<file path="src/hw/rvs_defs.vh">
// Register offsets, field positions, reset values and preset constants for the reference validation block
`ifndef RVS_DEFS_VH
`define RVS_DEFS_VH
// Register indices as printed; byte address is four times the index
`define RVS_IDX_REF_IRQ_CLEAR      12'hA08
`define RVS_IDX_SPARE_IRQ_CLEAR    12'hA09
`define RVS_IDX_PHASE_STEP_CTRL    12'hA0A
`define RVS_IDX_FORCE_TIMEOUT      12'hA0B
`define RVS_IDX_MON_OVERRIDE       12'hA0C
`define RVS_IDX_MON_BYPASS         12'hA0D
`define RVS_IDX_STEP_SIZE_LO       12'h312
`define RVS_IDX_STEP_SIZE_HI       12'h313
`define RVS_IDX_SEC1_ENABLE        12'hC00
`define RVS_IDX_FREQ_SELECT        12'hC01
`define RVS_IDX_SYS_PLL_SELECT     12'hC02
`define RVS_IDX_SEC2_ENABLE        12'hC03
`define RVS_IDX_REF_SCALE          12'hC04
`define RVS_IDX_OUT_SCALE          12'hC05
`define RVS_IDX_SOFT_START         12'hC07
`define RVS_IDX_IRQ_FLAGS          12'hC10
`define RVS_IDX_PHASE_OFFSET       12'hC11
`define RVS_IDX_REF_STATUS         12'hC12
// Field positions
`define RVS_BIT_REF1_VALIDATED     6
`define RVS_BIT_REF1_FAULT_CLR     5
`define RVS_BIT_REF1_FAULT         4
`define RVS_BIT_REF0_VALIDATED     2
`define RVS_BIT_REF0_FAULT_CLR     1
`define RVS_BIT_REF0_FAULT         0
`define RVS_BIT_PHASE_ZERO         2
`define RVS_BIT_PHASE_DEC          1
`define RVS_BIT_PHASE_INC          0
`define RVS_BIT_ENABLE             0
`define RVS_BIT_START              0
// Field masks of writable bits
`define RVS_MASK_IRQ               8'h77
`define RVS_MASK_TWO               8'h03
`define RVS_MASK_ONE               8'h01
`define RVS_MASK_SCALE             8'h0F
// Reset values
`define RVS_RST_BYTE               8'h00
`define RVS_RST_STEP               16'h0000
`define RVS_RST_OFFSET             32'h0000_0000
// Scale shift per code: divide by 1, 4, 8, 16
`define RVS_SHIFT_00               5'h00
`define RVS_SHIFT_01               5'h02
`define RVS_SHIFT_10               5'h03
`define RVS_SHIFT_11               5'h04
// System PLL presets: input MHz in kHz, doubler, feedback divide
`define RVS_PLL0_KHZ               16'h6000
`define RVS_PLL1_KHZ               16'hC000
`define RVS_PLL0_N                 6'h10
`define RVS_PLL1_N                 6'h08
`define RVS_PLL2_N                 6'h20
`define RVS_PLL3_N                 6'h10
// ROM download length in cycles
`define RVS_DOWNLOAD_CYCLES        8'h40
`endif

</file>
<file path="src/hw/rvs_regs.v">
// APB register bank for reference validation, phase offset stepping and soft pin presets
//
// Our own choice: the APB interface to the registers.
`timescale 1ns/100ps
`include "rvs_defs.vh"

module rvs_regs #(
   parameter TIMER_CYCLES = 8'h80
) (
   // APB
   input  wire        pclk,
   input  wire        presetn,
   input  wire        psel,
   input  wire        penable,
   input  wire        pwrite,
   input  wire [15:0] paddr,
   input  wire [31:0] pwdata,
   output reg  [31:0] prdata,
   output reg         pready,
   output reg         pslverr,
   // Reference monitors and strap
   input  wire        strap_select_pin,
   input  wire [1:0]  ref_fault,
   // Reference validity and phase offset
   output reg  [1:0]  ref_valid,
   output reg  [1:0]  ref_irq,
   output reg  [31:0] phase_offset,
   // Preset configuration
   output reg         rom_load,
   output reg  [7:0]  rom_translation,
   output reg  [1:0]  rom_sys_pll,
   output reg  [5:0]  sys_pll_n,
   output reg         sys_pll_doubler,
   output reg         sys_pll_crystal,
   output reg  [4:0]  ref0_shift,
   output reg  [4:0]  ref1_shift,
   output reg  [4:0]  ch0_shift,
   output reg  [4:0]  ch1_shift
);

   localparam ST_IDLE = 2'b01;
   localparam ST_LOAD = 2'b10;

   function [4:0] rvs_shift;
      input [1:0] code;
      begin
         case (code)
            2'b00:   rvs_shift = `RVS_SHIFT_00;
            2'b01:   rvs_shift = `RVS_SHIFT_01;
            2'b10:   rvs_shift = `RVS_SHIFT_10;
            default: rvs_shift = `RVS_SHIFT_11;
         endcase
      end
   endfunction

   reg  [7:0]  mon_override;
   reg  [7:0]  mon_bypass;
   reg  [15:0] step_size;
   reg  [7:0]  sec1_enable;
   reg  [7:0]  freq_select;
   reg  [7:0]  sys_pll_select;
   reg  [7:0]  sec2_enable;
   reg  [7:0]  ref_scale;
   reg  [7:0]  out_scale;
   reg         strap_latched;
   reg         strap_seen;
   reg  [5:0]  irq_flags;
   reg  [1:0]  state;
   reg  [7:0]  load_count;
   reg  [7:0]  val_timer [0:1];
   reg  [1:0]  timer_run;

   wire [11:0] idx      = paddr[13:2];
   wire        word_ok  = (paddr[1:0] == 2'b00) && (paddr[15:14] == 2'b00);
   wire        wr       = psel && penable && pwrite && word_ok;
   wire [7:0]  wb       = pwdata[7:0];
   wire        sec1_on  = sec1_enable[`RVS_BIT_ENABLE] && !strap_latched;
   wire        sec2_on  = sec2_enable[`RVS_BIT_ENABLE] && !strap_latched;

   function rvs_hit;
      input [11:0] want;
      begin
         rvs_hit = wr && (idx == want);
      end
   endfunction

   wire w_irq   = rvs_hit(`RVS_IDX_REF_IRQ_CLEAR);
   wire w_phase = rvs_hit(`RVS_IDX_PHASE_STEP_CTRL);
   wire w_force = rvs_hit(`RVS_IDX_FORCE_TIMEOUT);
   wire w_start = rvs_hit(`RVS_IDX_SOFT_START);

   reg  [7:0] rd_byte;
   reg        rd_ok;

   always @* begin
      rd_ok   = 1'b1;
      rd_byte = `RVS_RST_BYTE;
      case (idx)
         `RVS_IDX_REF_IRQ_CLEAR,
         `RVS_IDX_SPARE_IRQ_CLEAR,
         `RVS_IDX_PHASE_STEP_CTRL,
         `RVS_IDX_FORCE_TIMEOUT:  rd_byte = `RVS_RST_BYTE;
         `RVS_IDX_MON_OVERRIDE:   rd_byte = mon_override;
         `RVS_IDX_MON_BYPASS:     rd_byte = mon_bypass;
         `RVS_IDX_STEP_SIZE_LO:   rd_byte = step_size[7:0];
         `RVS_IDX_STEP_SIZE_HI:   rd_byte = step_size[15:8];
         `RVS_IDX_SEC1_ENABLE:    rd_byte = sec1_enable;
         `RVS_IDX_FREQ_SELECT:    rd_byte = freq_select;
         `RVS_IDX_SYS_PLL_SELECT: rd_byte = sys_pll_select;
         `RVS_IDX_SEC2_ENABLE:    rd_byte = sec2_enable;
         `RVS_IDX_REF_SCALE:      rd_byte = ref_scale;
         `RVS_IDX_OUT_SCALE:      rd_byte = out_scale;
         `RVS_IDX_SOFT_START:     rd_byte = {7'h00, state[1]};
         `RVS_IDX_IRQ_FLAGS:      rd_byte = {1'b0, irq_flags[5:3], 1'b0, irq_flags[2:0]};
         `RVS_IDX_REF_STATUS:     rd_byte = {3'h0, strap_latched, timer_run, ref_valid};
         `RVS_IDX_PHASE_OFFSET:   rd_byte = `RVS_RST_BYTE;
         default:                 rd_ok   = 1'b0;
      endcase
   end

   // APB slave: zero wait states, answers in the access cycle
   always @(posedge pclk or negedge presetn) begin
      if (!presetn) begin
         prdata  <= `RVS_RST_OFFSET;
         pready  <= 1'b0;
         pslverr <= 1'b0;
      end else begin
         pready  <= psel && !penable;
         pslverr <= psel && !penable && !(word_ok && rd_ok);
         if (psel && !penable && !pwrite) begin
            if (idx == `RVS_IDX_PHASE_OFFSET)
               prdata <= phase_offset;
            else
               prdata <= {24'h000000, rd_byte};
         end
      end
   end

   // Strap caught at the first clock after reset release
   always @(posedge pclk or negedge presetn) begin
      if (!presetn) begin
         strap_latched <= 1'b0;
         strap_seen    <= 1'b0;
      end else if (!strap_seen) begin
         strap_latched <= strap_select_pin;
         strap_seen    <= 1'b1;
      end
   end

   // Stored registers; reserved bits masked off
   always @(posedge pclk or negedge presetn) begin
      if (!presetn) begin
         mon_override   <= `RVS_RST_BYTE;
         mon_bypass     <= `RVS_RST_BYTE;
         step_size      <= `RVS_RST_STEP;
         sec1_enable    <= `RVS_RST_BYTE;
         freq_select    <= `RVS_RST_BYTE;
         sys_pll_select <= `RVS_RST_BYTE;
         sec2_enable    <= `RVS_RST_BYTE;
         ref_scale      <= `RVS_RST_BYTE;
         out_scale      <= `RVS_RST_BYTE;
      end else begin
         if (rvs_hit(`RVS_IDX_MON_OVERRIDE))   mon_override   <= wb & `RVS_MASK_TWO;
         if (rvs_hit(`RVS_IDX_MON_BYPASS))     mon_bypass     <= wb & `RVS_MASK_TWO;
         if (rvs_hit(`RVS_IDX_STEP_SIZE_LO))   step_size[7:0] <= wb;
         if (rvs_hit(`RVS_IDX_STEP_SIZE_HI))   step_size[15:8] <= wb;
         if (rvs_hit(`RVS_IDX_SEC1_ENABLE))    sec1_enable    <= wb & `RVS_MASK_ONE;
         if (rvs_hit(`RVS_IDX_FREQ_SELECT))    freq_select    <= wb;
         if (rvs_hit(`RVS_IDX_SYS_PLL_SELECT)) sys_pll_select <= wb & `RVS_MASK_TWO;
         if (rvs_hit(`RVS_IDX_SEC2_ENABLE))    sec2_enable    <= wb & `RVS_MASK_ONE;
         if (rvs_hit(`RVS_IDX_REF_SCALE))      ref_scale      <= wb & `RVS_MASK_SCALE;
         if (rvs_hit(`RVS_IDX_OUT_SCALE))      out_scale      <= wb & `RVS_MASK_SCALE;
      end
   end

   // Phase offset: zero wins over decrement, decrement over increment
   always @(posedge pclk or negedge presetn) begin
      if (!presetn)
         phase_offset <= `RVS_RST_OFFSET;
      else if (w_phase && wb[`RVS_BIT_PHASE_ZERO])
         phase_offset <= `RVS_RST_OFFSET;
      else if (w_phase && wb[`RVS_BIT_PHASE_DEC])
         phase_offset <= phase_offset - {16'h0000, step_size};
      else if (w_phase && wb[`RVS_BIT_PHASE_INC])
         phase_offset <= phase_offset + {16'h0000, step_size};
   end

   // Validation per reference; fault events raise sticky flags
   genvar g;
   generate
      for (g = 0; g < 2; g = g + 1) begin : gen_ref
         wire bad      = mon_override[g] || (ref_fault[g] && !mon_bypass[g]);
         wire forced   = w_force && wb[g];
         wire expired  = timer_run[g] && (val_timer[g] == TIMER_CYCLES);
         wire go_valid = !bad && !ref_valid[g] && (forced || expired);
         wire go_fault = bad && (ref_valid[g] || timer_run[g]);
         wire clr_f    = w_irq && wb[4*g];
         wire clr_fc   = w_irq && wb[4*g + 1];
         wire clr_v    = w_irq && wb[4*g + 2];
         reg  bad_q;

         always @(posedge pclk or negedge presetn) begin
            if (!presetn) begin
               ref_valid[g]  <= 1'b0;
               timer_run[g]  <= 1'b0;
               val_timer[g]  <= 8'h00;
               bad_q         <= 1'b0; // Idle level, so no false fault-cleared event after reset
               irq_flags[3*g]     <= 1'b0;
               irq_flags[3*g + 1] <= 1'b0;
               irq_flags[3*g + 2] <= 1'b0;
            end else begin
               bad_q <= bad;
               if (bad) begin
                  ref_valid[g] <= 1'b0;
                  timer_run[g] <= 1'b0;
                  val_timer[g] <= 8'h00;
               end else if (go_valid) begin
                  ref_valid[g] <= 1'b1;
                  timer_run[g] <= 1'b0;
               end else if (!ref_valid[g] && !timer_run[g]) begin
                  timer_run[g] <= 1'b1;
                  val_timer[g] <= 8'h00;
               end else if (timer_run[g]) begin
                  val_timer[g] <= val_timer[g] + 8'h01;
               end
               // Set wins over clear
               irq_flags[3*g]     <= go_fault | (irq_flags[3*g] & ~clr_f);
               irq_flags[3*g + 1] <= (bad_q & ~bad) | (irq_flags[3*g + 1] & ~clr_fc);
               irq_flags[3*g + 2] <= go_valid | (irq_flags[3*g + 2] & ~clr_v);
            end
         end
      end
   endgenerate

   always @(posedge pclk or negedge presetn) begin
      if (!presetn)
         ref_irq <= 2'b00;
      else
         ref_irq <= {|irq_flags[5:3], |irq_flags[2:0]};
   end

   // ROM download sequencer
   always @(posedge pclk or negedge presetn) begin
      if (!presetn) begin
         state      <= ST_IDLE;
         load_count <= 8'h00;
         rom_load   <= 1'b0;
      end else begin
         case (state)
            ST_IDLE: begin
               rom_load <= 1'b0;
               if (w_start && wb[`RVS_BIT_START]) begin
                  state      <= ST_LOAD;
                  load_count <= `RVS_DOWNLOAD_CYCLES;
                  rom_load   <= 1'b1;
               end
            end
            ST_LOAD: begin
               load_count <= load_count - 8'h01;
               if (load_count == 8'h01) begin
                  state    <= ST_IDLE;
                  rom_load <= 1'b0;
               end
            end
            default: state <= ST_IDLE;
         endcase
      end
   end

   // With the strap latched low, section 1 presets apply while a download runs with it enabled and section 2 scaling follows its enable every cycle
   always @(posedge pclk or negedge presetn) begin
      if (!presetn) begin
         rom_translation <= 8'h00;
         rom_sys_pll     <= 2'b00;
         sys_pll_n       <= `RVS_PLL0_N;
         sys_pll_doubler <= 1'b1;
         sys_pll_crystal <= 1'b1;
         ref0_shift      <= `RVS_SHIFT_00;
         ref1_shift      <= `RVS_SHIFT_00;
         ch0_shift       <= `RVS_SHIFT_00;
         ch1_shift       <= `RVS_SHIFT_00;
      end else begin
         if (sec1_on && state[1]) begin
            rom_translation <= freq_select;
            rom_sys_pll     <= sys_pll_select[1:0];
            sys_pll_crystal <= !sys_pll_select[1];
            sys_pll_doubler <= !sys_pll_select[1];
            case (sys_pll_select[1:0])
               2'b00:   sys_pll_n <= `RVS_PLL0_N;
               2'b01:   sys_pll_n <= `RVS_PLL1_N;
               2'b10:   sys_pll_n <= `RVS_PLL2_N;
               default: sys_pll_n <= `RVS_PLL3_N;
            endcase
         end
         if (sec2_on) begin
            ref0_shift <= rvs_shift(ref_scale[1:0]);
            ref1_shift <= rvs_shift(ref_scale[3:2]);
            ch0_shift  <= rvs_shift(out_scale[1:0]);
            ch1_shift  <= rvs_shift(out_scale[3:2]);
         end else begin
            ref0_shift <= `RVS_SHIFT_00;
            ref1_shift <= `RVS_SHIFT_00;
            ch0_shift  <= `RVS_SHIFT_00;
            ch1_shift  <= `RVS_SHIFT_00;
         end
      end
   end

endmodule // rvs_regs

</file>
<file path="config.mk">
export PLATFORM = sky130hd
export DESIGN_NAME = rvs_regs
export DESIGN_NICKNAME = d
export VERILOG_FILES = /design/src/hw/rvs_regs.v
export VERILOG_INCLUDE_DIRS = /design/src /design/src/hw
export SDC_FILE = /design/constraint.sdc
export NUM_CORES = 1
export LEC_CHECK = 0
export BUFFER_PORTS_ARGS = -buffer_cell sky130_fd_sc_hd__buf_4
export CORE_ASPECT_RATIO = 0.6
export CORE_MARGIN = 2
export CORE_UTILIZATION = 35
export CTS_BUF_LIST = sky130_fd_sc_hd__clkbuf_16
export DETAILED_ROUTE_END_ITERATION = 10
export PLACE_DENSITY_LB_ADDON = 0.12
export RECOVER_POWER = 25
export SLEW_MARGIN = 20
export SYNTH_ARGS = -nofsm -noshare
export SYNTH_HDL_FRONTEND = slang
export SYNTH_SLANG_ARGS = --single-unit
</file>
<file path="constraint.sdc">
create_clock -name pclk -period 4.8 [get_ports pclk]
set_input_delay 0.72 -clock pclk [delete_from_list [all_inputs] [get_ports pclk]]
set_output_delay 0.72 -clock pclk [all_outputs]
set_load 0.02 [all_outputs]
</file>
Word level (Yosys, flattened, before mapping)
Cells that the tools add are included.
{"block": "totals", "wordCells": 233, "in_bits": 56, "out_inout_bits": 109, "ff_bits": 186}
{"block": "classes", "bitwise": 22, "n_eq_ne": 37, "reduce_logical": 90, "n_addsub": 5, "muxes": 41}
{"op": "$eq 12x12->1 const B", "count": 16}
{"op": "$mux 32", "count": 4}
{"op": "$pmux 8 s13", "count": 1}
{"op": "$mux 8", "count": 9}
{"op": "$logic_and 1x1->1", "count": 49}
{"op": "$pmux 3 s3", "count": 4}
{"op": "$add 32x16->32", "count": 1}
{"op": "$sub 32x16->32", "count": 1}
{"op": "$eq 12x10->1 const B", "count": 2}
{"op": "$mux 5", "count": 4}
{"op": "$reduce_or 18->1", "count": 1}
{"op": "$add 8x1->8 const B", "count": 2}
{"op": "$eq 8x8->1 const B", "count": 2}
{"op": "$pmux 8 s2", "count": 1}
{"op": "$reduce_bool 3->1", "count": 5}
{"op": "$logic_not 1->1", "count": 13}
{"op": "$mux 1", "count": 13}
{"op": "$eq 2x1->1 const B", "count": 6}
{"op": "$eq 2x2->1 const B", "count": 6}
{"op": "$logic_not 2->1", "count": 6}
{"op": "$pmux 6 s2", "count": 1}
{"op": "$reduce_and 2->1", "count": 5}
{"op": "$and 1x1->1", "count": 8}
{"op": "$eq 8x1->1 const B", "count": 1}
{"op": "10 further kinds", "count": 34}

Logic depth before layout (Yosys ltp)
Gate-level depths: netlist of run 1.
{"block": "depth", "ltp_word": 9, "mapped_depth": 18}

Worst setup path before layout of run 1
OpenSTA, ideal clock, no wires.
{"block": "synth_path", "path_type": "in2reg", "start": "input port paddr[7]", "end": "register phase_offset[16]", "n_path_buf": 1, "t_required_ns": 4.667, "t_arrival_ns": 4.434, "path_stages": 17, "slack_ns": 0.233, "cell_sequence": "nor3_4 -> nand2b_2 -> or3_4 -> nor3_4 -> nand2_1 -> clkbuf_1 -> mux2i_1 -> fa_1 -> a21o_1 -> a311oi_1 -> nor3_1 -> or4_1 -> a21oi_2 -> o21ai_0 -> a31oi_1 -> xor2_1 -> o31ai_1"}
{"block": "synth_via", "elab_chain_len": 5}
{"item": "from (decl)", "line": "rvs_regs.v:16", "rtl": "input wire [15:0] paddr,"}
{"item": "$eq 12x12->1 *", "line": "rvs_regs.v:83", "rtl": "rvs_hit = wr && (idx == want);"}
{"item": "$logic_and 1x1->1 *", "line": "rvs_regs.v:83"}
{"item": "$logic_and 1x1->1", "line": "rvs_regs.v:182", "rtl": "else if (w_phase && wb[`RVS_BIT_PHASE_DEC])"}
{"item": "$mux 32", "line": "rvs_regs.v:182"}
{"item": "$mux 32", "line": "rvs_regs.v:180", "rtl": "else if (w_phase && wb[`RVS_BIT_PHASE_ZERO])"}
{"item": "to (signal assigned)", "line": "rvs_regs.v:179", "rtl": "phase_offset <= `RVS_RST_OFFSET;"}
{"item": "to (signal assigned)", "line": "rvs_regs.v:181", "rtl": "phase_offset <= `RVS_RST_OFFSET;"}
{"item": "to (signal assigned)", "line": "rvs_regs.v:183", "rtl": "phase_offset <= phase_offset - {16'h0000, step_size};"}
{"item": "to (decl)", "line": "rvs_regs.v:27", "rtl": "output reg [31:0] phase_offset,"}
Every way passes the cells marked *; elsewhere a longest branch is shown, timed or not.
A chain may end at the register's enable or synchronous reset.

Worst setup path in the final report of run 1
{"block": "layout_path", "start": "input port paddr[12]", "end": "register phase_offset[24]"}
Same word-level chain as after synthesis.

==> results.cfg, run 1 <==
[outcome]
outcome = complete, but fails checks
failed_checks = max-capacitance violations, max-slew violations

[floorplan]
pin_count = 165
coreArea_mm2 = 0.02746
fp-row-count = 47
die_area_mm2 = 0.02927
effective_utilization_at_floorplan_pct = 35.53
fp.dieH_um = 133.3
die_width_um = 219.6

[layout]
layout.cells.most_common = sky130_fd_sc_hd__buf_4
flow.area_growth_from_synthesis_pct = 22.95
final_antenna_diode_count = 0
design.final.nets = 1296
layout_common_cells = 180 x sky130_fd_sc_hd__buf_4, 172 x sky130_fd_sc_hd__dfrtp_1, 138 x sky130_fd_sc_hd__nand2_1
stdcell_count = 1570
final_layout_size_suffix_gt1_share_pct = 23.28
fin_area_mm2 = 0.01200

[route]
met3RoutedLength_um = 1947
via_count = 8293
met2_wirelength_um = 11330
wl_met1_um = 15850
topRoutingLayerUsed = met4
via_per_inst = 5.282
drt_wl_total_um = 29580
wl_per_cell_um = 18.84
detail_route.iter0.violations = 738
drt_drc_violations_left = 0
ant_nets = 0
detailedRoute.firstPassIterationCount = 5

[pwr]
power.density_cell_area_mw_per_mm2 = 272.2
power_leakage_nw = 6.067
vdd.ir_drop.worst_uv = 217.0

[timing]
worst_slew_pin_tran_ns = 2.328
timing.hold.ws_ns = 0.4674
setup_viol = 0
max_freq_mhz = 219.4
max_slew_margin_vs_limit_pct = -55.21
finalCritPeriodShare_pct = 94.95
timing.final.hold_violations = 0
final.setup.tns_ns = 0
period_minus_slack_ns = 4.558
timing_max_transition_violations_final = 89
fin_worst_skew_ns = 0.009535
setup_ws_ns = 0.2424

[placement]
dpl-instance-area_mm2 = 0.01141
numPortBuffers = 129
dpl.cell_count = 1538
hpwl_um = 22100
placement.setup.worst_slack_ns = -0.2493
place_congestion = 0.9617

[critical_path]
r2r.worst_path.cells = 17
endpoint_kind = flip-flop
crit_required_ns = 5.12
path_max_fanout = 6
startpoint_type = primary input
regToRegEndpoint = phase_offset[31]
setup.reg_to_reg.worst_slack_ns = 0.49
arrival_ns = 4.88
worstReg2RegStart = step_size[11]
timing_worst_setup_path_type = in -> reg

[yosys]
synthesis.instances = 1029
postSynthAreaPerCell_um2 = 9.482
synth_area_leader_cell = sky130_fd_sc_hd__dfrtp_1
yosysTopAreaCellShare_pct = 44.11
yosysSeqAreaShare_pct = 44.92
synthesis.yosys.warnings = 0
synthFlopType = sky130_fd_sc_hd__dfrtp_1
ys_top_cells_by_area = sky130_fd_sc_hd__dfrtp_1 44%, sky130_fd_sc_hd__ha_1 6.3%, sky130_fd_sc_hd__mux2_2 5.4%
yosys_register_bits = 175
share_of_flip_flops_with_an_asynchronous_set_or_reset_pct = 100.0
synth.cell_area_mm2 = 0.009757
ys_types = 67
number_of_enable_flip_flop_cells_after_synthesis = 0

[clocking]
clock_latency_ns = 0.46
clock_path_buffers = 2
root_buffer = sky130_fd_sc_hd__clkbuf_16
htree_levels = 4
tritoncts = built
clkSlewWorstSetupHoldPaths_ns = 0.07
clock_sinks = 175
number_of_buffers_inserted_during_clock_tree_synthesis = 17
setup_fix_buffers_added_after_clock_tree_synthesis = 0

[min_path]
whs_path_depth = 2
min_to = prdata[18]
hold_path_class = reg -> reg
worstHoldStart = prdata[18]

[global_routing]
groute.usage.overall_pct = 21.04
via_count_of_the_first_global_routing_pass = 7840
grt_pass1_wl_um = 46780
grt_overflow = 0
grt_start_max_net_pins = 89
grt_antenna_before_repair = 0

[run]
cap_violations = 1
critical path, stage by stage:
cell,delay [ns]
sky130_fd_sc_hd__buf_4,0.11
sky130_fd_sc_hd__nor2b_1,0.18
sky130_fd_sc_hd__nand3_1,0.18
sky130_fd_sc_hd__or3_4,0.38
sky130_fd_sc_hd__nor3_4,0.24
sky130_fd_sc_hd__nand2_1,0.12
sky130_fd_sc_hd__mux2i_1,0.18
sky130_fd_sc_hd__fa_1,0.45
sky130_fd_sc_hd__a21o_1,0.22
sky130_fd_sc_hd__a311oi_1,0.34
sky130_fd_sc_hd__buf_4,0.18
sky130_fd_sc_hd__nor3_1,0.05
sky130_fd_sc_hd__or4_1,0.54
sky130_fd_sc_hd__a21oi_4,0.22
sky130_fd_sc_hd__o211a_2,0.31
sky130_fd_sc_hd__o21ai_0,0.16
sky130_fd_sc_hd__xnor2_1,0.17
sky130_fd_sc_hd__o21ai_0,0.10
stage by stage:
| stage | utilization (%) | total power [mW] |
|---|---|---|
| after global routing | 43.68 | 3.416 |
| after global placement | 41.54 | 1.878 |
| after detailed placement | 41.54 | 1.880 |
| final | 43.68 | 3.265 |
| after floorplan | - | 1.754 |
| after CTS | 43.69 | 3.304 |
power by group:
part | switching, mW | internal, mW
clock | 0.714 | 0.701
sequential | 0.0727 | 1.53
combinational | 0.150 | 0.0943
sequential cells by signal, indices dropped and copies added, names as in the netlist, 6 cells and up:
register / cells
phase_offset: 32
rom_translation: 8
step_size: 16
irq_flags: 6
prdata: 32
load_count: 8
val_timer: 16
freq_select: 8
worst max path at each step:
stage	start	to	slack, ns	depth (start not counted)
floorplan	paddr[7]	phase_offset[16]	0.23	17
global placement	paddr[12]	phase_offset[24]	-0.13	18
detailed placement	paddr[12]	phase_offset[24]	-0.25	18
CTS	paddr[12]	phase_offset[24]	0.23	18
global route	paddr[12]	phase_offset[24]	-0.005	20
finish	paddr[12]	phase_offset[24]	0.24	18
layer usage:
| layer | vias up | global-route usage [%] |
|---|---|---|
| li1 | 3987 | - |
| met2 | 221 | 27.01 |
| met4 | 0 | 5.931 |
| met5 | - | 0 |
| met1 | 4059 | 34.32 |
| met3 | 26 | 4.475 |
cell usage after synthesis, types with 4 or more instances:
library cell,n
sky130_fd_sc_hd__xnor2_1,24
sky130_fd_sc_hd__nand4_1,8
sky130_fd_sc_hd__a31oi_1,10
sky130_fd_sc_hd__a21oi_1,50
sky130_fd_sc_hd__mux2_2,47
sky130_fd_sc_hd__nor4b_1,4
sky130_fd_sc_hd__a22o_1,8
sky130_fd_sc_hd__nand2b_1,10
sky130_fd_sc_hd__or3_1,7
sky130_fd_sc_hd__inv_1,28
sky130_fd_sc_hd__and3_1,8
sky130_fd_sc_hd__a21o_1,29
sky130_fd_sc_hd__o21ai_0,100
sky130_fd_sc_hd__o31ai_1,12
sky130_fd_sc_hd__and2_1,17
sky130_fd_sc_hd__nor2b_1,12
sky130_fd_sc_hd__o21ai_1,4
sky130_fd_sc_hd__a222oi_1,4
sky130_fd_sc_hd__nor4_1,4
sky130_fd_sc_hd__dfrtp_1,172
sky130_fd_sc_hd__mux2i_1,10
sky130_fd_sc_hd__a22oi_1,4
sky130_fd_sc_hd__clkbuf_1,34
sky130_fd_sc_hd__nand3_1,54
sky130_fd_sc_hd__nand2_1,138
sky130_fd_sc_hd__buf_4,12
sky130_fd_sc_hd__nand3b_1,5
sky130_fd_sc_hd__nor2_1,61
sky130_fd_sc_hd__or4_1,6
sky130_fd_sc_hd__ha_1,49
sky130_fd_sc_hd__xor2_1,18
sky130_fd_sc_hd__nor3_1,19
final cells by class:
| cell class | instances | area [µm²] |
|---|---|---|
| clock buffers | 17 | 425.4 |
| clock inverters | 15 | 165.2 |
| fillers | 2675 | 15470 |
| inverters | 28 | 105.1 |
| multi-input cells | 785 | 5091 |
| flip-flops and latches | 175 | 4383 |
| well taps | 367 | 459.2 |
| repair buffers | 183 | 1368 |
repair_timing:
item	4_1_cts	5_1_grt
hold buffers	0	0
gates resized for setup	0	2
endpoints found under the hold margin	0	0
endpoints found under the setup margin	0	4
cell families (layout without fill, tap and decap cells):
logic type      count (synthesis)  after routing  synth area share, %
xor+xnor                       42             42                3.770
fa+ha+maj                      50             50                6.489
flops                         175            175                44.92
mux                            57             57                6.450
other cells                     2             12              0.07697
simple gates                  367            367                18.43
compound gates                257            257                16.34
buf+inv                        79            243                3.527
Power figures use the tool's default switching activity.
==> inputs of run 2 (changes only) <==
CELL_PAD_IN_SITES_DETAIL_PLACEMENT = 2   (was unset)
CELL_PAD_IN_SITES_GLOBAL_PLACEMENT = 2   (was unset)
==> run 2 against run 1 <==
  * The flow still finishes with violations (max-capacitance violations, max-slew violations)
  * Combinational power increased by 3%
  * Via count is 5.2% higher
  * Clock skew barely moved
  * Count of clock-buffer cells in the layout is the same
  * Clock power grew 4%
  * Sequential share of layout area is 0.50 points lower
  * Largest power group unchanged
==> results.cfg, run 2 (synthesized netlist as in run 1, its figures left out) <==
[critical_path]
arrival_ns = 4.83
crit_slowest_cell = sky130_fd_sc_hd__or4_1
crit_path_start = paddr[12]
critical_path_buf_inv_count = 2
cp_slowest_stage_delay_ns = 0.55
cp_top_family = simple AND/OR/NAND/NOR gates
timing_worst_setup_path_type = in -> reg
endpoint_kind = flip-flop
startpoint_type = primary input
crit_path_frequent_cell = sky130_fd_sc_hd__buf_4
path_max_fanout = 3
worstReg2RegStart = step_size[0]
critical_path.cell_chain = buf_4, nor2b_1, nand3_1, or3_4, nor3_4, nand2_1, mux2i_1, fa_1, a21o_1, a311oi_2, buf_4, nor3_1, or4_1, a21oi_4, o21ai_1, a31oi_1, xor2_1, o31ai_1
crit_required_ns = 5.14

[pwr]
power_leakage_nw = 6.154
vdd.ir_drop.worst_uv = 224.3
report.power.total_mw = 3.319
power.density_cell_area_mw_per_mm2 = 272.9

[clocking]
clock_latency_ns = 0.46
number_of_buffers_inserted_during_clock_tree_synthesis = 17
cts-resized-gates = 0
htree_levels = 4
root_buffer = sky130_fd_sc_hd__clkbuf_16
clock_sinks = 175
cts_hold_buf = 0
tritoncts = built
clock_path_buffers = 2
clkSlewWorstSetupHoldPaths_ns = 0.07
setup_fix_buffers_added_after_clock_tree_synthesis = 0

[outcome]
outcome = complete, but fails checks
failed_checks = max-capacitance violations, max-slew violations

[placement]
numPortBuffers = 129
place_congestion = 0.9011
placement.setup.worst_slack_ns = -0.3699
hpwl_um = 26940

[global_routing]
grt_antenna_before_repair = 0
via_count_of_the_first_global_routing_pass = 9168
grt_overflow = 0
grt_pass1_wl_um = 56370
groute.usage.overall_pct = 25.61
grt_start_max_net_pins = 109

[route]
ant_nets = 0
detailedRoute.firstPassIterationCount = 5
drt_drc_violations_left = 0
via_per_inst = 5.503
wl_per_cell_um = 22.63
drt_wl_total_um = 35890
detail_route.iter0.violations = 738
via_count = 8728

[timing]
fin_worst_skew_ns = 0.009897
setup_viol = 0
max_slew_margin_vs_limit_pct = -95.73
timing_max_transition_violations_final = 108
period_minus_slack_ns = 4.490
timing.final.hold_violations = 0
setup_ws_ns = 0.3098
worst_slew_pin_tran_ns = 2.936
max_freq_mhz = 222.7
final.setup.tns_ns = 0
finalCritPeriodShare_pct = 93.55

[floorplan]
die_area_mm2 = 0.02927
effective_utilization_at_floorplan_pct = 35.53
fp-row-count = 47
pin_count = 165
fp.dieH_um = 133.3
die_width_um = 219.6
coreArea_mm2 = 0.02746

[layout]
layout_common_cells = 197 x sky130_fd_sc_hd__buf_4, 172 x sky130_fd_sc_hd__dfrtp_1, 138 x sky130_fd_sc_hd__nand2_1
utilization_pct = 44.28
final_layout_size_suffix_gt1_share_pct = 24.45
flow.area_growth_from_synthesis_pct = 24.65
final_antenna_diode_count = 0
layout.cells.most_common = sky130_fd_sc_hd__buf_4
design.final.nets = 1312
reg_top3 = phase_offset x32, prdata x32

[min_path]
worstHoldStart = prdata[22]
hold_path_class = reg -> reg

[run]
cap_violations = 1
==> run 2: cell types whose count changed in the layout (fill, tap and decap cells not counted), sizes merged <==
cell,change
inv,-4
bufinv,+2
clkinv,-1
clkinvlp,+3
clkbuf,-2
buf,+18
==> run 2: final timing paths <==
path / to / depth (start not counted) / slack [ns]
worst min register to register: prdata[22] / 2 / 0.47
min in group asynchronous: val_timer[13] / 1 / 1.17
max in group asynchronous: phase_offset[12] / 1 / 1.89
worst max register to register: phase_offset[25] / 18 / 0.42
worst min-delay path: prdata[22] / 2 / 0.47
worst max-delay path: phase_offset[16] / 18 / 0.31
==> run 2: cell type report <==
class / count / area (µm²)
clock inverters: 15 / 175.2
multi-input cells: 785 / 5110
clock buffers: 17 / 425.4
inverters: 28 / 105.1
fillers: 2949 / 15300
well taps: 367 / 459.2
repair buffers: 199 / 1504
flip-flops and latches: 175 / 4383
==> run 2: metrics by stage <==
step	std cells	instance area [µm²]	hold WS (ns)
finish	1586	12160	0.4726
global route	1586	12160	0.4784
CTS	1586	12140	0.4289
detailed placement	1554	11540	0.4617
global placement	1554	11540	0.4534
floorplan	1039	9794	0.4244
==> run 2: power breakdown <==
group | total (mW) | internal (mW) | switching (mW)
Combinational | 0.252 | 0.0951 | 0.157
Sequential | 1.61 | 1.53 | 0.0767
Clock | 1.46 | 0.782 | 0.674
==> run 2: worst reg2reg max path, cell delays in order, from the launching register on <==
cell	delay, ns
sky130_fd_sc_hd__dfrtp_1	0.43
sky130_fd_sc_hd__inv_1	0.13
sky130_fd_sc_hd__ha_1	0.22
sky130_fd_sc_hd__nand3b_1	0.15
sky130_fd_sc_hd__nor2b_1	0.38
sky130_fd_sc_hd__inv_1	0.12
sky130_fd_sc_hd__o21ai_0	0.23
sky130_fd_sc_hd__xor2_1	0.21
sky130_fd_sc_hd__ha_1	0.31
sky130_fd_sc_hd__a21oi_1	0.23
sky130_fd_sc_hd__o21ai_0	0.22
sky130_fd_sc_hd__o21ai_0	0.25
sky130_fd_sc_hd__a21oi_1	0.07
sky130_fd_sc_hd__buf_4	0.18
sky130_fd_sc_hd__o211ai_1	0.28
sky130_fd_sc_hd__a21oi_1	0.17
sky130_fd_sc_hd__o21ai_0	0.23
sky130_fd_sc_hd__mux2_2	0.35
sky130_fd_sc_hd__o21ai_0	0.13
==> run 2: per-layer routing <==
layer | vias to the layer above | routed length, µm | GRT usage, % | part of all wire (%)
met5 | - | 0 | 0 | 0
met4 | 0 | 358 | 5.631 | 1.0
met3 | 28 | 1732 | 5.046 | 4.8
met2 | 193 | 15140 | 36.14 | 42
met1 | 4504 | 18660 | 39.96 | 52
li1 | 4003 | - | - | -
==> inputs of run 3 (changes only) <==
ABC_AREA = 1   (was unset)
CORE_UTILIZATION = 33   (was 35)
==> run 3 against run 2 <==
  * The run still ends with max-capacitance violations, max-slew violations left
  * Die area rose by 19%
  * Maximum frequency grew 17%
  * First-iteration DRC count rose by 4.9%
  * Synthesized area grew 13%
  * Cell count rose by 34%
  * Via count increased by 25%
  * Clock power barely moved
  * Global-route usage grew 0.43 points
  * Total power decreased by 4.8%
  * Sequential share of layout area is 2.3 points lower
  * Setup slack improved by 0.66 ns
  * Core utilization decreased by 4.6 points
  * Largest power group unchanged
==> results.cfg, run 3 <==
[timing]
unrepaired_setup_endpoints_after_global_routing = false
setup_ws_ns = 0.9742
timing.final.hold_violations = 0
timing.hold.ws_ns = 0.4436
max_freq_mhz = 261.4
max_slew_margin_vs_limit_pct = -81.06
final.setup.tns_ns = 0
worst_slew_pin_tran_ns = 2.716
setup_viol = 0
timing_max_transition_violations_final = 94
finalCritPeriodShare_pct = 79.70
period_minus_slack_ns = 3.826
fin_worst_skew_ns = 0.01517

[yosys]
yosysTopAreaCellShare_pct = 39.05
postSynthAreaPerCell_um2 = 7.144
yosysSeqAreaShare_pct = 39.76
number_of_enable_flip_flop_cells_after_synthesis = 0
synthesis.yosys.warnings = 0
yosys_register_bits = 175
synth.top_cells.by_count = 506 x sky130_fd_sc_hd__nand2_1, 209 x sky130_fd_sc_hd__inv_1, 172 x sky130_fd_sc_hd__dfrtp_1
synth.cell_area_mm2 = 0.01102
ys_types = 49
synth_area_leader_cell = sky130_fd_sc_hd__dfrtp_1
share_of_flip_flops_with_an_asynchronous_set_or_reset_pct = 100.0
ys_top_cells_by_area = sky130_fd_sc_hd__dfrtp_1 39%, sky130_fd_sc_hd__nand2_1 17%, sky130_fd_sc_hd__inv_1 7.1%
synthFlopType = sky130_fd_sc_hd__dfrtp_1
synthesis.instances = 1543
synth_most_common_cell = sky130_fd_sc_hd__nand2_1

[floorplan]
effective_utilization_at_floorplan_pct = 33.74
die_width_um = 240.0
coreArea_mm2 = 0.03267
die_area_mm2 = 0.03493
fp.dieH_um = 145.6
pin_count = 165
fp-row-count = 51

[route]
ant_nets = 0
detail_route.iter0.violations = 774
drt_drc_violations_left = 0
via_per_inst = 5.146
via_count = 10950
detailedRoute.firstPassIterationCount = 5
wl_per_cell_um = 20.84
drt_wl_total_um = 44340

[clocking]
tritoncts = built
setup_fix_buffers_added_after_clock_tree_synthesis = 0
number_of_buffers_inserted_during_clock_tree_synthesis = 17
clock_path_buffers = 2
clock_sinks = 175
clkSlewWorstSetupHoldPaths_ns = 0.08
htree_levels = 4
clock_latency_ns = 0.47
root_buffer = sky130_fd_sc_hd__clkbuf_16
cts-resized-gates = 0
cts_hold_buf = 0

[global_routing]
grt_antenna_before_repair = 0
via_count_of_the_first_global_routing_pass = 11530
grt_overflow = 0
groute.usage.overall_pct = 26.04
grt_pass1_wl_um = 68900
grt_start_max_net_pins = 95

[placement]
hpwl_um = 34670
numPortBuffers = 129
place_congestion = 0.8596
placement.setup.worst_slack_ns = 0.8701

[critical_path]
cp_slowest_stage_delay_ns = 0.49
crit_path_frequent_cell = sky130_fd_sc_hd__nand2_1
critical_path_buf_inv_count = 2
path_max_fanout = 7
crit_required_ns = 5.15
endpoint_kind = flip-flop
crit_slowest_cell = sky130_fd_sc_hd__dfrtp_1
arrival_ns = 4.18
startpoint_type = flip-flop
critical_path.cell_chain = inv_1, ha_1, nand2_1, nor3_2, inv_1, nor3_2, nand4_1, o21ai_0, ha_1, nand2_1, nor2_1, nand2_1, nor2_1, nand2_1, nand2_1, nand2_1, nand3_1, nand2_1
cp_top_family = simple AND/OR/NAND/NOR gates
timing_worst_setup_path_type = reg -> reg

[pwr]
vdd.ir_drop.worst_uv = 276.2
power_leakage_nw = 6.882
power.density_cell_area_mw_per_mm2 = 243.4
report.power.total_mw = 3.159

[outcome]
outcome = complete, but fails checks
failed_checks = max-capacitance violations, max-slew violations

[layout]
utilization_pct = 39.73
final_antenna_diode_count = 0
layout_common_cells = 506 x sky130_fd_sc_hd__nand2_1, 208 x sky130_fd_sc_hd__inv_1, 172 x sky130_fd_sc_hd__dfrtp_1
layout.cells.most_common = sky130_fd_sc_hd__nand2_1
design.final.nets = 1771
flow.area_growth_from_synthesis_pct = 17.74
final_layout_size_suffix_gt1_share_pct = 13.59
reg_top3 = phase_offset x32, prdata x32

[min_path]
hold_path_class = reg -> reg

[run]
cap_violations = 1
[run 3: changes by cell type after synthesis, moves of 21 or more]
cell                       change
sky130_fd_sc_hd__o21ai_1      +23
sky130_fd_sc_hd__clkbuf_1     -24
sky130_fd_sc_hd__nor2_1       +73
sky130_fd_sc_hd__mux2_2       -47
sky130_fd_sc_hd__nand3_1      +60
sky130_fd_sc_hd__a21o_1       -27
sky130_fd_sc_hd__inv_1       +181
sky130_fd_sc_hd__nand2_1     +368
sky130_fd_sc_hd__o21ai_0      -21
[run 3: metrics by stage]
| step | instances | instance area, µm² |
|---|---|---|
| finish | 2128 | 12980 |
| global route | 2128 | 12980 |
| global placement | 2096 | 12390 |
| floorplan | 1553 | 11060 |
| CTS | 2128 | 12990 |
| detailed placement | 2096 | 12390 |
[run 3: cell families after synthesis]
family	count (synthesis)	synth area share [%]
compound gates	183	9.489
xor+xnor	25	1.986
fa+ha+maj	50	5.743
buf+inv	264	10.00
flops	175	39.76
other cells	2	0.06813
simple gates	844	32.95
[run 3: path summary, 6_finish.rpt]
path / cells past startpoint / slack [ns] / from / endpoint
worst max-delay path: 18 / 0.97 / step_size[0] / phase_offset[31]
worst min-delay path: 1 / 0.44 / strap_seen / strap_latched
worst max register to register: 18 / 0.97 / step_size[0] / phase_offset[31]
worst min register to register: 1 / 0.44 / strap_seen / strap_latched
max in group asynchronous: 1 / 2.09 / presetn / prdata[28]
min in group asynchronous: 1 / 1.08 / presetn / val_timer[8]
[run 3: layout make-up]
type,instances,area (µm²)
Clock buffer,17,425.4
Clock inverter,15,175.2
Fill cell,3944,19690
Inverter,223,838.3
Multi-Input combinational cell,1114,5578
Sequential cell,175,4383
Tap cell,450,563.0
Timing Repair Buffer,134,1016
[run 3: layer usage]
layer	part of all wire, %	wire, µm	vias to the layer above	global-route usage, %
met1	54	23830	5557	41.88
met5	0	0	-	0
li1	-	-	5125	-
met2	38	17050	242	34.38
met3	7.0	3095	27	6.620
met4	0.81	359	0	4.658
[run 3: power breakdown]
group,leakage [nW],internal [mW],total (mW),switching [mW]
combinational,4.33,0.0502,0.181,0.131
sequential,2.26,1.49,1.50,0.0104
clock,0.292,0.745,1.48,0.737
